File: src/logic/link_protection_pkg.sv
// Package: register map, field positions and reset values for the link protection status block
package link_protection_pkg;
  // Register indices; one word each, so the byte address is four times the index
  localparam logic [11:0] status_offset = 12'h0_0c4;
  localparam logic [11:0] control_offset = 12'h0_0c3;
  localparam logic [11:0] irq_status_offset = 12'h0_0d0;
  localparam logic [11:0] irq_mask_offset = 12'h0_0d4;
  localparam logic [11:0] config_offset = 12'h0_0d8;
  // Status field positions
  localparam int side_channel_error_pos = 7;
  localparam int receiver_irq_pos = 6;
  localparam int sink_lock_pos = 5;
  localparam int downstream_hotplug_pos = 4;
  localparam int receiver_present_pos = 3;
  localparam int key_list_ready_pos = 2;
  localparam int receiver_key_ready_pos = 1;
  localparam int authentication_done_pos = 0;
  // Control field positions
  localparam int protection_start_pos = 0;
  localparam int receiver_key_accepted_pos = 4;
  localparam int key_list_accepted_pos = 5;
  // Config field positions
  localparam int repeater_mode_pos = 0;
  // Interrupt event positions
  localparam int irq_error_pos = 0;
  localparam int irq_hotplug_pos = 1;
  localparam int irq_list_ready_pos = 2;
  localparam int irq_key_ready_pos = 3;
  localparam int irq_auth_pos = 4;
  // Reset values
  localparam logic [7:0] status_reset = 8'h00;
  localparam logic [4:0] irq_mask_reset = 5'h00;
  localparam logic repeater_mode_reset = 1'b0;
  // Engine states
  typedef enum logic [4:0] {
    st_idle = 5'b0_0001,
    st_wait_key = 5'b0_0010,
    st_wait_list = 5'b0_0100,
    st_finish = 5'b0_1000,
    st_done = 5'b1_0000
  } engine_state_type;
endpackage : link_protection_pkg

File: src/logic/event_flag_if.sv
// Interface: sticky event flags between the status core and the event latch
`timescale 1ns/10ps
interface event_flag_if;
  logic [4:0] event_set;
  logic [4:0] event_clear;
  logic [4:0] event_flags;
  modport core (output event_set, output event_clear, input event_flags);
  modport latch (input event_set, input event_clear, output event_flags);
endinterface : event_flag_if

File: src/logic/event_flag_latch.sv
// Sticky event flags with set-over-clear priority
`timescale 1ns/10ps
module event_flag_latch (
  // Clock and reset
  input wire logic clk_in,
  input wire logic rst_in,
  // Flag port
  event_flag_if.latch flags
);
  typedef struct packed {
    logic [4:0] flag;
  } latch_state_type;

  latch_state_type state;
  latch_state_type next_state;

  // Set wins so an event landing on a clear is kept
  always_comb begin
    next_state = state;
    next_state.flag = (state.flag & ~flags.event_clear) | flags.event_set;
  end

  // State register
  always_ff @(posedge clk_in or posedge rst_in) begin
    if (rst_in) begin
      state <= '0;
    end else begin
      state <= next_state;
    end
  end

  assign flags.event_flags = state.flag;
endmodule : event_flag_latch

File: src/logic/link_protection_status_reg.sv
// Link protection status register bank with APB slave and event interrupt
// Functional notes
// - Bit 7 sets on a side-channel error and clears when the status register is read.
// - Bit 6 mirrors the receiver's active-low interrupt pin, so 0 means interrupt pending.
// - Bit 5 is high while the receiver reports lock to the serial stream.
// - Bit 4 sets on a downstream hot-plug report and clears when the status register is read.
// - Bit 3 is high while a downstream receiver is detected.
// - In repeater mode bit 2 sets once the key list sits in the list buffer.
// - After list ready the engine waits for list-valid, whose write clears list ready.
// - Bit 1 sets once the receiver key is in the receiver key registers.
// - Outside repeater mode the engine holds after key ready until key-valid clears it.
// - Bit 0 sets when authentication completes successfully.
// - Bit 0 clears when authentication is lost or the host restarts it.
// - Writing 1 to the start bit starts or restarts authentication; writing 0 does nothing.
// - The list-valid bit clears itself after it has been acted on.
`timescale 1ns/10ps
module link_protection_status_reg (
  // Clock and reset
  input wire logic clk_in,
  input wire logic rst_in,
  // APB slave
  input wire logic psel_in,
  input wire logic penable_in,
  input wire logic pwrite_in,
  input wire logic [11:0] paddr_in,
  input wire logic [31:0] pwdata_in,
  output logic [31:0] prdata_out,
  output logic pready_out,
  output logic pslverr_out,
  // Downstream link conditions
  input wire logic side_channel_error_in,
  input wire logic receiver_irq_input_pin_in,
  input wire logic sink_lock_in,
  input wire logic downstream_hotplug_in,
  input wire logic receiver_present_in,
  // Authentication engine conditions
  input wire logic key_read_done_in,
  input wire logic list_read_done_in,
  input wire logic auth_success_in,
  input wire logic auth_lost_in,
  // Engine control and interrupt
  output logic auth_running_out,
  output logic auth_proceed_out,
  output logic irq_out
);
  typedef struct packed {
    link_protection_pkg::engine_state_type engine;
    logic [31:0] rdata;
    logic ready;
    logic slverr;
    logic receiver_irq;
    logic sink_lock;
    logic receiver_present;
    logic key_list_ready_flag;
    logic receiver_key_ready_flag;
    logic authentication_done_flag;
    logic enabled;
    logic key_list_accepted_bit;
    logic receiver_key_accepted_bit;
    logic repeater_mode;
    logic [4:0] irq_mask;
    logic irq;
    logic proceed;
  } core_state_type;

  core_state_type state;
  core_state_type next_state;
  event_flag_if flags ();

  logic access;
  logic wr;
  logic rd;
  logic [7:0] status_view;
  logic [4:0] next_event_set;
  logic [4:0] next_event_clear;

  // Word decode shared by read and write paths
  function automatic logic hit(input logic [11:0] addr, input logic [11:0] offset);
    // Offsets are word indices, so the byte address drops its two low bits
    hit = (addr[11:2] == offset[9:0]);
  endfunction : hit

  event_flag_latch u_events (
    .clk_in(clk_in),
    .rst_in(rst_in),
    .flags(flags)
  );

  // APB access phase; slave answers in one wait cycle, so pready rises on the second edge
  assign access = psel_in & penable_in & ~state.ready;
  assign wr = access & pwrite_in;
  assign rd = access & ~pwrite_in;

  // Assembled status byte as software sees it
  always_comb begin
    status_view = link_protection_pkg::status_reset;
    status_view[link_protection_pkg::side_channel_error_pos] =
      flags.event_flags[link_protection_pkg::irq_error_pos];
    status_view[link_protection_pkg::receiver_irq_pos] = state.receiver_irq;
    status_view[link_protection_pkg::sink_lock_pos] = state.sink_lock;
    status_view[link_protection_pkg::downstream_hotplug_pos] =
      flags.event_flags[link_protection_pkg::irq_hotplug_pos];
    status_view[link_protection_pkg::receiver_present_pos] = state.receiver_present;
    status_view[link_protection_pkg::key_list_ready_pos] = state.key_list_ready_flag;
    status_view[link_protection_pkg::receiver_key_ready_pos] = state.receiver_key_ready_flag;
    status_view[link_protection_pkg::authentication_done_pos] = state.authentication_done_flag;
  end

  // Event sets and write-one or read clears toward the sticky latch
  always_comb begin
    next_event_set = '0;
    next_event_clear = '0;
    next_event_set[link_protection_pkg::irq_error_pos] = side_channel_error_in;
    next_event_set[link_protection_pkg::irq_hotplug_pos] = downstream_hotplug_in;
    next_event_set[link_protection_pkg::irq_list_ready_pos] =
      list_read_done_in & (state.engine == link_protection_pkg::st_wait_list);
    next_event_set[link_protection_pkg::irq_key_ready_pos] =
      key_read_done_in & (state.engine == link_protection_pkg::st_wait_key);
    next_event_set[link_protection_pkg::irq_auth_pos] =
      auth_success_in & (state.engine == link_protection_pkg::st_finish);
    if (rd && hit(paddr_in, link_protection_pkg::status_offset)) begin
      // Clear lands after the read data are captured; latch lets a same-cycle set win
      next_event_clear[link_protection_pkg::irq_error_pos] = 1'b1;
      next_event_clear[link_protection_pkg::irq_hotplug_pos] = 1'b1;
    end
    if (wr && hit(paddr_in, link_protection_pkg::irq_status_offset)) begin
      // Every event bit is write-one-to-clear, including the two that a status read clears
      next_event_clear[link_protection_pkg::irq_error_pos] =
        pwdata_in[link_protection_pkg::irq_error_pos];
      next_event_clear[link_protection_pkg::irq_hotplug_pos] =
        pwdata_in[link_protection_pkg::irq_hotplug_pos];
      next_event_clear[link_protection_pkg::irq_list_ready_pos] =
        pwdata_in[link_protection_pkg::irq_list_ready_pos];
      next_event_clear[link_protection_pkg::irq_key_ready_pos] =
        pwdata_in[link_protection_pkg::irq_key_ready_pos];
      next_event_clear[link_protection_pkg::irq_auth_pos] =
        pwdata_in[link_protection_pkg::irq_auth_pos];
    end
  end

  assign flags.event_set = next_event_set;
  assign flags.event_clear = next_event_clear;

  // Main next-state logic: bus, level mirrors, authentication handshake
  always_comb begin
    next_state = state;
    next_state.ready = access;
    next_state.slverr = 1'b0;
    next_state.rdata = '0;
    next_state.receiver_irq = receiver_irq_input_pin_in;
    next_state.sink_lock = sink_lock_in;
    next_state.receiver_present = receiver_present_in;
    next_state.key_list_accepted_bit = 1'b0;
    next_state.receiver_key_accepted_bit = 1'b0;
    next_state.proceed = 1'b0;
    if (rd) begin
      // Read data reflect pre-read flag values
      if (hit(paddr_in, link_protection_pkg::status_offset)) begin
        next_state.rdata = {24'h00_0000, status_view};
      end else if (hit(paddr_in, link_protection_pkg::control_offset)) begin
        next_state.rdata[link_protection_pkg::protection_start_pos] = state.enabled;
      end else if (hit(paddr_in, link_protection_pkg::irq_status_offset)) begin
        next_state.rdata = {27'h000_0000, flags.event_flags};
      end else if (hit(paddr_in, link_protection_pkg::irq_mask_offset)) begin
        next_state.rdata = {27'h000_0000, state.irq_mask};
      end else if (hit(paddr_in, link_protection_pkg::config_offset)) begin
        next_state.rdata[link_protection_pkg::repeater_mode_pos] = state.repeater_mode;
      end else begin
        next_state.slverr = 1'b1;
      end
    end
    if (wr) begin
      if (hit(paddr_in, link_protection_pkg::control_offset)) begin
        if (pwdata_in[link_protection_pkg::protection_start_pos]) begin
          next_state.enabled = 1'b1;
        end
        next_state.key_list_accepted_bit = pwdata_in[link_protection_pkg::key_list_accepted_pos];
        next_state.receiver_key_accepted_bit =
          pwdata_in[link_protection_pkg::receiver_key_accepted_pos];
      end else if (hit(paddr_in, link_protection_pkg::irq_mask_offset)) begin
        next_state.irq_mask = pwdata_in[4:0];
      end else if (hit(paddr_in, link_protection_pkg::config_offset)) begin
        next_state.repeater_mode = pwdata_in[link_protection_pkg::repeater_mode_pos];
      end else if (!hit(paddr_in, link_protection_pkg::irq_status_offset) &&
                   !hit(paddr_in, link_protection_pkg::status_offset)) begin
        next_state.slverr = 1'b1;
      end
    end
    // Authentication sequence, acting on last cycle's accepted bits
    unique case (state.engine)
      link_protection_pkg::st_idle: begin
        if (state.enabled) begin
          next_state.engine = link_protection_pkg::st_wait_key;
        end
      end
      link_protection_pkg::st_wait_key: begin
        if (state.receiver_key_ready_flag) begin
          if (state.repeater_mode) begin
            next_state.engine = link_protection_pkg::st_wait_list;
          end else if (state.receiver_key_accepted_bit) begin
            next_state.receiver_key_ready_flag = 1'b0;
            next_state.proceed = 1'b1;
            next_state.engine = link_protection_pkg::st_finish;
          end
        end else if (key_read_done_in) begin
          next_state.receiver_key_ready_flag = 1'b1;
        end
      end
      link_protection_pkg::st_wait_list: begin
        if (state.key_list_ready_flag) begin
          if (state.key_list_accepted_bit) begin
            next_state.key_list_ready_flag = 1'b0;
            next_state.proceed = 1'b1;
            next_state.engine = link_protection_pkg::st_finish;
          end
        end else if (list_read_done_in) begin
          next_state.key_list_ready_flag = 1'b1;
        end
      end
      link_protection_pkg::st_finish: begin
        if (auth_success_in) begin
          next_state.authentication_done_flag = 1'b1;
          next_state.engine = link_protection_pkg::st_done;
        end
      end
      link_protection_pkg::st_done: begin
        next_state.engine = link_protection_pkg::st_done;
      end
      default: begin
        next_state.engine = link_protection_pkg::st_idle;
      end
    endcase
    // Repeater key flag is cleared by list-valid as well, since no key-valid wait applies
    if (state.repeater_mode && state.key_list_accepted_bit) begin
      next_state.receiver_key_ready_flag = 1'b0;
    end
    // Loss or restart drops authentication and rewinds the sequence
    if (auth_lost_in ||
        (wr && hit(paddr_in, link_protection_pkg::control_offset) &&
         pwdata_in[link_protection_pkg::protection_start_pos])) begin
      next_state.authentication_done_flag = 1'b0;
      next_state.key_list_ready_flag = 1'b0;
      next_state.receiver_key_ready_flag = 1'b0;
      next_state.engine = link_protection_pkg::st_idle;
    end
    next_state.irq = |(flags.event_flags & state.irq_mask);
  end

  // State register
  always_ff @(posedge clk_in or posedge rst_in) begin
    if (rst_in) begin
      state <= '0;
      state.engine <= link_protection_pkg::st_idle;
      state.receiver_irq <= 1'b1;
      state.irq_mask <= link_protection_pkg::irq_mask_reset;
      state.repeater_mode <= link_protection_pkg::repeater_mode_reset;
    end else begin
      state <= next_state;
    end
  end

  // Outputs straight from flip-flops
  assign prdata_out = state.rdata;
  assign pready_out = state.ready;
  assign pslverr_out = state.slverr;
  assign auth_running_out = state.enabled;
  assign auth_proceed_out = state.proceed;
  assign irq_out = state.irq;
endmodule : link_protection_status_reg
File: config.mk
export PLATFORM = sky130hd
export DESIGN_NAME = link_protection_status_reg
export DESIGN_NICKNAME = d
export VERILOG_FILES = /design/src/logic/link_protection_pkg.sv /design/src/logic/event_flag_if.sv /design/src/logic/event_flag_latch.sv /design/src/logic/link_protection_status_reg.sv
export SDC_FILE = /design/constraint.sdc
export NUM_CORES = 1
export LEC_CHECK = 0
export BUFFER_PORTS_ARGS = -buffer_cell sky130_fd_sc_hd__buf_2
export CAP_MARGIN = 20
export CORE_MARGIN = 4
export CORE_UTILIZATION = 46
export CTS_BUF_LIST = sky130_fd_sc_hd__clkbuf_16
export DETAILED_ROUTE_END_ITERATION = 8
export PLACE_DENSITY = 0.81
export SYNTH_ARGS = -nofsm -noshare
export SYNTH_HDL_FRONTEND = slang
export SYNTH_SLANG_ARGS = --single-unit
File: constraint.sdc
create_clock -name clk_in -period 1.9 [get_ports clk_in]
set_input_delay 0.285 -clock clk_in [delete_from_list [all_inputs] [get_ports clk_in]]
set_output_delay 0.285 -clock clk_in [all_outputs]
set_load 0.02 [all_outputs]
Word-level counts from Yosys, hierarchy flattened
Cells that the tools add are included.
{ "word_totals": {"regBits": 61, "inputBits": 58, "output_inout_bits": 37, "elab_cells": 123} }
{ "op_classes": {"eq_ne": 16, "muxes": 55, "bitwise": 15, "reduce_logical": 19} }
{ "ops": {"columns": ["cell", "n"], "rows": [
  ["32-bit two-way mux", 2],
  ["5-bit two-way mux", 11],
  ["10-bit by 8-bit == test with 1-bit output, second input constant", 5],
  ["1-bit two-way mux", 33],
  ["31-bit two-way mux", 1],
  ["5-bit case mux with 5 select lines", 1],
  ["3-bit by 2-bit inequality test with 1-bit output, second input constant", 4],
  ["5-bit AND", 2],
  ["8-bit two-way mux", 1],
  ["1-bit AND", 7],
  ["1-bit logical AND", 6],
  ["6-bit two-way mux", 1],
  ["3-bit AND reduction", 2],
  ["6-bit AND reduction", 1],
  ["2-bit nonzero test", 3],
  ["5-bit by 1-bit == test with 1-bit output, second input constant", 1],
  ["5-bit by 2-bit == test with 1-bit output, second input constant", 1],
  ["5-bit by 3-bit == test with 1-bit output, second input constant", 1],
  ["5-bit by 4-bit == test with 1-bit output, second input constant", 1],
  ["5-bit == test, second input constant", 1],
  ["5-bit inverter", 1],
  ["5-bit bitwise OR", 1],
  ["5-bit OR reduction", 1],
  ["2-bit two-way mux", 2],
  ["other kinds (11)", 15]
]} }

Logic depth before layout (Yosys ltp)
Gate-level depths: netlist of run 1.
{ "logic_depth": {"ltp_word": 12, "mapped_depth": 5, "mapped_depth_nobuf": 4} }

Modules after synthesis
Synthesis of run 1 repeated with hierarchy kept, for this count alone.
{ "hier_totals": {"cells_unflattened": 201, "area_unflattened_um2": 2013.2} }
{ "modules_own_cells": {"columns": ["module", "instances", "cells_per_inst", "area_each_um2", "seq_area_each_um2"], "rows": [
  ["link_protection_status_reg", 1, 185, 1828.0, 803.3],
  ["event_flag_latch", 1, 16, 185.2, 125.1]
]} }

Least setup slack after synthesis of run 1
Ideal clock, no wire load.
{ "synth_timing": {"path_kind": "reg2reg", "from": "reg state, in the netlist pready_out", "to": "reg u_events.state, in the netlist u_events.flags.event_flags[0]", "setup_time_ns": 0.124, "arrival_time_ns": 1.653, "required_ns": 1.776, "setup_slack_ns": 0.122, "stages_incl_launch_ff": 5, "n_path_buf": 0, "period_less_slack_ns": 1.778, "cell_sequence": "dfrtp_1 or4bb_4 nor4_4 a211oi_1 or2_1"} }
{ "synth_rtl": {"columns": ["item", "line", "source"], "rows": [
  ["start: declaration", "link_protection_status_reg.sv:66", "core_state_type state;"],
  ["start signal: assignment", "link_protection_status_reg.sv:258", "state <= next_state;"],
  ["end signal: assignment", "event_flag_latch.sv:28", "state <= next_state;"],
  ["end: declaration", "event_flag_latch.sv:14", "latch_state_type state;"]
]} }

==> results of run 1 <==
-- tightest hold or removal path, delay by kind of cell --
kind                   cells  cell delay [ps]
buffers and inverters      3              530
-- layout make-up --
type                            instances  area, um2
Clock inverter                          3       15.0
Sequential cell                        37        928
Inverter                                5       18.8
Tap cell                               50       62.6
Fill cell                             376       1750
Clock buffer                            5        125
Multi-Input combinational cell        130        910
Timing Repair Buffer                   58        330
-- path summary, 6_finish.rpt --
check                           endpoint  slack [ps]  cells past startpoint
max in group asynchronous      state[51]        1440                      3
max reg2reg                prdata_out[4]         170                      5
max                        prdata_out[4]         170                      5
min reg2reg                prdata_out[3]         460                      2
min in group clk_in            state[16]         100                      1
min                        prdata_out[3]         100                      3
-- routing by layer --
| metal | global-route usage | routed length [um] | vias up |
|---|---|---|---|
| met1 | 0.199 | 1700 | 705 |
| met2 | 0.267 | 2130 | 48 |
| met5 | 0 | 0 | - |
| li1 | - | - | 711 |
| met4 | 0.0534 | 23 | 0 |
| met3 | 0.0527 | 253 | 2 |
-- Yosys cell counts (3+ instances only) --
library cell	number
a21oi_1	4
and2_2	3
buf_4	33
dfrtp_1	35
inv_1	5
mux2_2	6
mux2i_1	5
nand2_1	17
nand3_1	3
nand3b_1	4
nor2_1	8
nor4_4	3
o21ai_0	8
-- report_power, final --
group / total, uW / internal [uW] / switching (uW) / leakage [uW]
logic: 164 / 55.3 / 109 / 0.000680
clock network: 781 / 476 / 305 / 0.0000687
registers: 801 / 797 / 4.12 / 0.000493
-- cell usage in the layout, fill, tap and decap left out, drive strengths merged, types with 2 or more instances in the layout --
master,Yosys,final
a211oi,2,2
a21o,2,2
a21oi,4,4
a22o,2,2
a22oi,2,2
a311oi,2,2
a32o,2,2
and2,5,5
buf,34,58
clkbuf,1,5
conb,1,24
dfrtp,35,35
dfstp,2,2
inv,5,6
mux2,7,7
mux2i,5,5
nand2,17,17
nand3,3,3
nand3b,4,4
nand4b,2,2
nor2,8,8
nor2b,2,2
nor3,2,2
nor4,3,3
nor4b,3,3
o21ai,8,8
or2,2,2
or4bb,3,3
-- sequential cells by signal, indices dropped and copies added, names as in the netlist --
register,cells
u_events.flags.event_flags,5
pready_out,1
auth_running_out,1
irq_out,1
prdata_out,8
state,19
pslverr_out,1
auth_proceed_out,1
-- stage by stage --
stage / setup WS, ps / cell area [um2] / cells / total power, uW
2_1_floorplan: 122 / 2110 / 207 / 947
3_3_place_gp: 14.3 / 2250 / 280 / 975
3_5_place_dp: -40.4 / 2250 / 280 / 978
4_1_cts: 153 / 2390 / 288 / 1760
5_1_grt: 102 / 2390 / 288 / 1820
6_report: 172 / 2390 / 288 / 1750
-- cells by family after synthesis --
group / count (synthesis) / synth area share
AO/OA/AOI/OAI: 30 / 0.107
flip-flops: 37 / 0.458
buffers and inverters: 40 / 0.136
multiplexers: 12 / 0.0636
AND/OR/NAND/NOR: 63 / 0.230
other: 1 / 0.00185
XOR/XNOR: 1 / 0.00432
==> metrics.md, run 1 <==
| Metric | Value |
|---|---|
| Post-synth EDFFs | `0` |
| Endpoints failing setup | `0` |
| Initial drt markers | `138` |
| Worst-path clk slew | `60 ps` |
| DR DRC count | `0` |
| Crit path launch | `pready_out` |
| CP Class | `reg2reg` |
| Mean post-synth cell area | `11.0 um2` |
| Max cap viols | `0` |
| Number of global-route vias before repair | `roughly 1,400` |
| RSZ-0062 raised after global routing | `false` |
| Tcrit/Tclk final | `0.909` |
| Syn Std Cell Area | `roughly 2000 um2` |
| ANT cells | `0` |
| Pre-antenna DRT Iters | `4` |
| Worst path bufs/invs | `1` |
| DIE AREA | `about 5500 um2` |
| CP Cell Sequence | `or4bb_4 -> nor4_4 -> buf_4 -> nand2_1 -> o21ai_0` |
| Antenna viol nets, final | `0` |
| Clock sinks | `37` |
| Dpl hpwl | `3220 um` |
| CTS resizes | `0` |
| CTS tree | `yes` |
| Total GRT Usage | `0.161` |
| FF+latch count, synth | `37` |
| Synth Flop Type | `dfrtp_1` |
| Post-Route Skew | `5.94 ps` |
| Register area share after synthesis | `0.458` |
| Crit-path max cell delay | `between 500 and 600 ps` |
| Fin crit period | `between 1500 and 2000 ps` |
| Layout cell share with drive strength beyond 1 | `0.370` |
| Initial Util | `0.489` |
| Hold-fix buffers, CTS | `0` |
| Clock Latency Late Sink | `280 ps` |
| Worst Path Max Fanout | `7` |
| Worst Hold Class | `in2async` |
| Worst hold margin | `101 ps` |
| Outcome | `complete, no violations` |
| Post-synth ARST share | `1.00` |
| Crit-path slowest cell | `or4bb_4` |
| Clk buf depth | `2` |
| Port buffer count | `42` |
| Post CTS Setup Buffer Count | `0` |
| Clk root buf | `clkbuf_16` |
| Antenna violations before repair | `0` |
| P per Cell Area | `731 nW/um2` |
| Io pins | `95` |
| Hold Vio Cnt, Final | `0` |
| Final Max Tran Viols | `0` |
| H-tree levels | `2` |
| Routed WL | `between 4000 and 5000 um` |
| Mapped Cells | `between 150 and 200` |
| WL/cell | `14.3 um` |
| Width of the die | `74.4 um` |
| Vias post-DR | `1,466` |
| Largest cells by area after synthesis | `dfrtp_1 43%, buf_4 12%, mux2_2 3.3%` |
| Crit-path leading delay family | `simple AND/OR/NAND/NOR gates` |
| Post-synth top area share | `0.432` |
| Synth unique cells | `50` |
| Maximum vdd drop | `0.479 mV` |
| Core area | `4140 um2` |
| Gp weighted congestion | `between 0.8 and 0.9` |
| Die height | `between 70 and 80 um` |
| YS warnings | `0` |
| Startpoint types | `flop` |
| RR Startpoint | `pready_out` |
| CP Data Arrival Time | `~1900 ps` |
| Max Fclk | `0.579 GHz` |
| Total CTS buffers | `5` |
| Post-route core utilization | `0.577` |
| Pleak | `0.00124 uW` |
| Critical Path RT | `2080 ps` |
| Largest net degree at the start of global routing | `38` |
| First-pass GRT wire length | `6730 um` |
| Setup Total Neg Slack | `0 ps` |
| # rows | `23` |
| Vias per cell | `a little over 5` |
| Congestion Overflow GR | `0` |
| Area delta synth->final | `17.9%` |
| Leading area contributor after synthesis | `dfrtp_1` |
| Final #Nets | `295` |
| Crit end category | `flop` |
(Power assumes the default switching activity.)
==> inputs of run 2 (changes only) <==
--- a/config.mk
+++ b/config.mk
@@ -5,13 +5,13 @@
 export SDC_FILE = /design/constraint.sdc
 export NUM_CORES = 1
 export LEC_CHECK = 0
-export BUFFER_PORTS_ARGS = -buffer_cell sky130_fd_sc_hd__buf_2
 export CAP_MARGIN = 20
 export CORE_MARGIN = 4
-export CORE_UTILIZATION = 46
+export CORE_UTILIZATION = 50
 export CTS_BUF_LIST = sky130_fd_sc_hd__clkbuf_16
 export DETAILED_ROUTE_END_ITERATION = 8
-export PLACE_DENSITY = 0.81
+export DONT_BUFFER_PORTS = 1
+export PLACE_DENSITY = 0.67
 export SYNTH_ARGS = -nofsm -noshare
 export SYNTH_HDL_FRONTEND = slang
 export SYNTH_SLANG_ARGS = --single-unit
==> run 2 against run 1 <==
Compared with the run above: clock power shrank 2%; core utilization shrank 1.7 points; critical endpoint is now prdata_out[2]; sequential share of layout area up 4.8 points; clock-buffer cell count stayed put; highest routed layer unchanged; via count fell by 12%; die area shrank 7.2%; global-route usage is essentially flat; total power fell by 4.0%; maximum frequency is 1.1% higher.
==> metrics.md, run 2 (synthesis results as in run 1) <==
| Metric | Value |
|---|---|
| Commonest cells after routing, fill and taps aside | `35 x dfrtp_1, 24 x conb_1, 17 x nand2_1` |
| H-tree levels | `2 (unchanged)` |
| Clk buf depth | `2 (unchanged)` |
| Crit-path max cell delay | `560 ps (about the same)` |
| Hold Vio Cnt, Final | `0 (unchanged)` |
| Commonest non-fill, non-tap cell in the layout | `dfrtp_1` |
| Total GRT Usage | `0.162 (about the same)` |
| Comb pwr share | `0.063 (-0.031)` |
| Top layer in use | `met4` |
| Max Fclk | `0.585 GHz (+1.1%)` |
| CP Cell Sequence | `or4bb_4 -> nor4_4 -> buf_4 -> nand2_1 -> o21ai_0` |
| Initial Util | `0.534 (+0.0445)` |
| Pre-antenna DRT Iters | `5 (+1)` |
| Net Sw Power | `378 uW (-9.5%)` |
| Worst Path Max Fanout | `7 (unchanged)` |
| DIE AREA | `5140 um2 (-7.2%)` |
| Routed WL | `3880 um (-5.4%)` |
| Outcome | `complete, no violations` |
| Fin crit period | `1710 ps (-18.8 ps)` |
| Maximum vdd drop | `0.350 mV (-27%)` |
| Crit-path slowest cell | `or4bb_4` |
| Met2 WL | `1890 um (-11%)` |
| Crit-path leading delay family | `simple AND/OR/NAND/NOR gates` |
| WL met1 | `1660 um (-2.6%)` |
| First-pass GRT wire length | `6300 um (-6.4%)` |
| Dpl hpwl | `2940 um (-8.7%)` |
| Metal3 WL | `244 um (-3.6%)` |
| Largest net degree at the start of global routing | `38 (unchanged)` |
| Initial drt markers | `97 (-30%)` |
| Area delta synth->final | `4.88%` |
| Post-Route Skew | `2.30 ps (-3.64 ps)` |
| Vias post-DR | `1,291 (-12%)` |
| Port buffer count | `0 (-100%)` |
| Flop pwr share | `0.479 (+0.020)` |
| Core area | `3800 um2 (-8.3%)` |
| Io pins | `95 (unchanged)` |
| Crit end category | `flop` |
| Finished Layout Cells | `237 (-18%)` |
| Clock sinks | `37 (unchanged)` |
| Antenna viol nets, final | `0 (unchanged)` |
| Setup Total Neg Slack | `0 ps (unchanged)` |
| Antenna violations before repair | `0 (unchanged)` |
| Clk root buf | `clkbuf_16` |
| CTS resizes | `0 (unchanged)` |
| Die height | `71.7 um (-3.6%)` |
| Gp weighted congestion | `0.830 (+2.5%)` |
| Width of the die | `71.7 um (-3.6%)` |
| Max cap viols | `0 (unchanged)` |
| Final #Nets | `246 (-17%)` |
| Worst Hold Class | `in2async` |
| Crit path launch | `pready_out` |
| Vias per cell | `5.45 (+7.0%)` |
| Number of global-route vias before repair | `1,270 (-12%)` |
| CP Data Arrival Time | `1900 ps (about the same)` |
| Critical Path RT | `2100 ps (+20 ps)` |
| Pleak | `0.00103 uW (-17%)` |
| Dpl cells | `228 (-19%)` |
| Worst path bufs/invs | `1 (unchanged)` |
| Worst hold margin | `5.49 ps (-95.6 ps)` |
| # rows | `22 (-4.3%)` |
| RSZ-0062 raised after global routing | `false` |
| RR Startpoint | `pready_out` |
| Worst-path clk slew | `50 ps (about the same)` |
| P_int | `1300 uW (-2.3%)` |
| WL/cell | `16.4 um (+15%)` |
| CTS tree | `yes` |
| DR DRC count | `0 (unchanged)` |
| Congestion Overflow GR | `0 (unchanged)` |
| Switching Share | `0.226 (-0.0137)` |
| Share of total power in the clock network | `0.457 (+0.010)` |
| Endpoints failing setup | `0 (unchanged)` |
| Clock Latency Late Sink | `280 ps (about the same)` |
| Startpoint types | `flop` |
| Max reg flops | `19 (unchanged)` |
| Tcrit/Tclk final | `0.899 (-0.00991)` |
| CP Class | `reg2reg` |
| P per Cell Area | `788 nW/um2 (+7.9%)` |
| Final Max Tran Viols | `0 (unchanged)` |
| Total CTS buffers | `5 (unchanged)` |
| Biggest register | `state` |
| ANT cells | `0 (unchanged)` |
| Layout cell share with drive strength beyond 1 | `0.206 (-0.163)` |
-- run 2: through the flow --
step	cell area, um2	power, uW	utilization	worst slack (ps)
finish	2130	1680	0.560	191
global placement	1980	919	0.520	72.0
floorplan	2110	947	-	122
global route	2130	1730	0.560	99.8
detailed placement	1980	920	0.520	53.0
CTS	2130	1700	0.560	160
-- run 2: path summary, 6_finish.rpt --
| path | end | slack (ps) | cells after the start |
|---|---|---|---|
| max | prdata_out[2] | 190 | 5 |
| min | auth_proceed_out | 5 | 2 |
| max reg2reg | prdata_out[2] | 190 | 5 |
| min reg2reg | prdata_out[5] | 460 | 1 |
| max in group asynchronous | state[51] | 1550 | 2 |
| min in group clk_in | state[15] | 30 | 0 |
-- run 2: worst register-to-register path: cells and delay by family (launching register included) --
family	cells	cell delay, ps
AO/OA/AOI/OAI	1	80
buffers and inverters	1	210
flip-flops	1	390
AND/OR/NAND/NOR	3	940
-- run 2: metal layers --
metal  vias to the layer above  track usage
li1                        609            -
met1                       626        0.195
met2                        47        0.257
met3                         9       0.0491
met4                         0       0.0877
met5                         -            0
-- run 2: area by class of cell --
| class | instances | area, um2 |
|---|---|---|
| sequential | 37 | 928 |
| clock buffer | 5 | 125 |
| timing repair buffer | 9 | 70.1 |
| clock inverter | 3 | 13.8 |
| tap | 48 | 60.1 |
| inverter | 5 | 18.8 |
| multi-input combinational | 130 | 910 |
| fill | 338 | 1670 |
-- run 2: timing repair --
item / CTS / global route
hold buffers: 1 / 0
setup buffers: 0 / 0
hold endpoints to repair: 1 / 0
-- run 2: power by group through the flow --
stage	sequential, uW	combinational [uW]	clock, uW
final	803	106	767
after global routing	804	116	814
after CTS	803	105	788
after detailed placement	816	104	0
after global placement	816	102	0
after floorplan	817	130	0
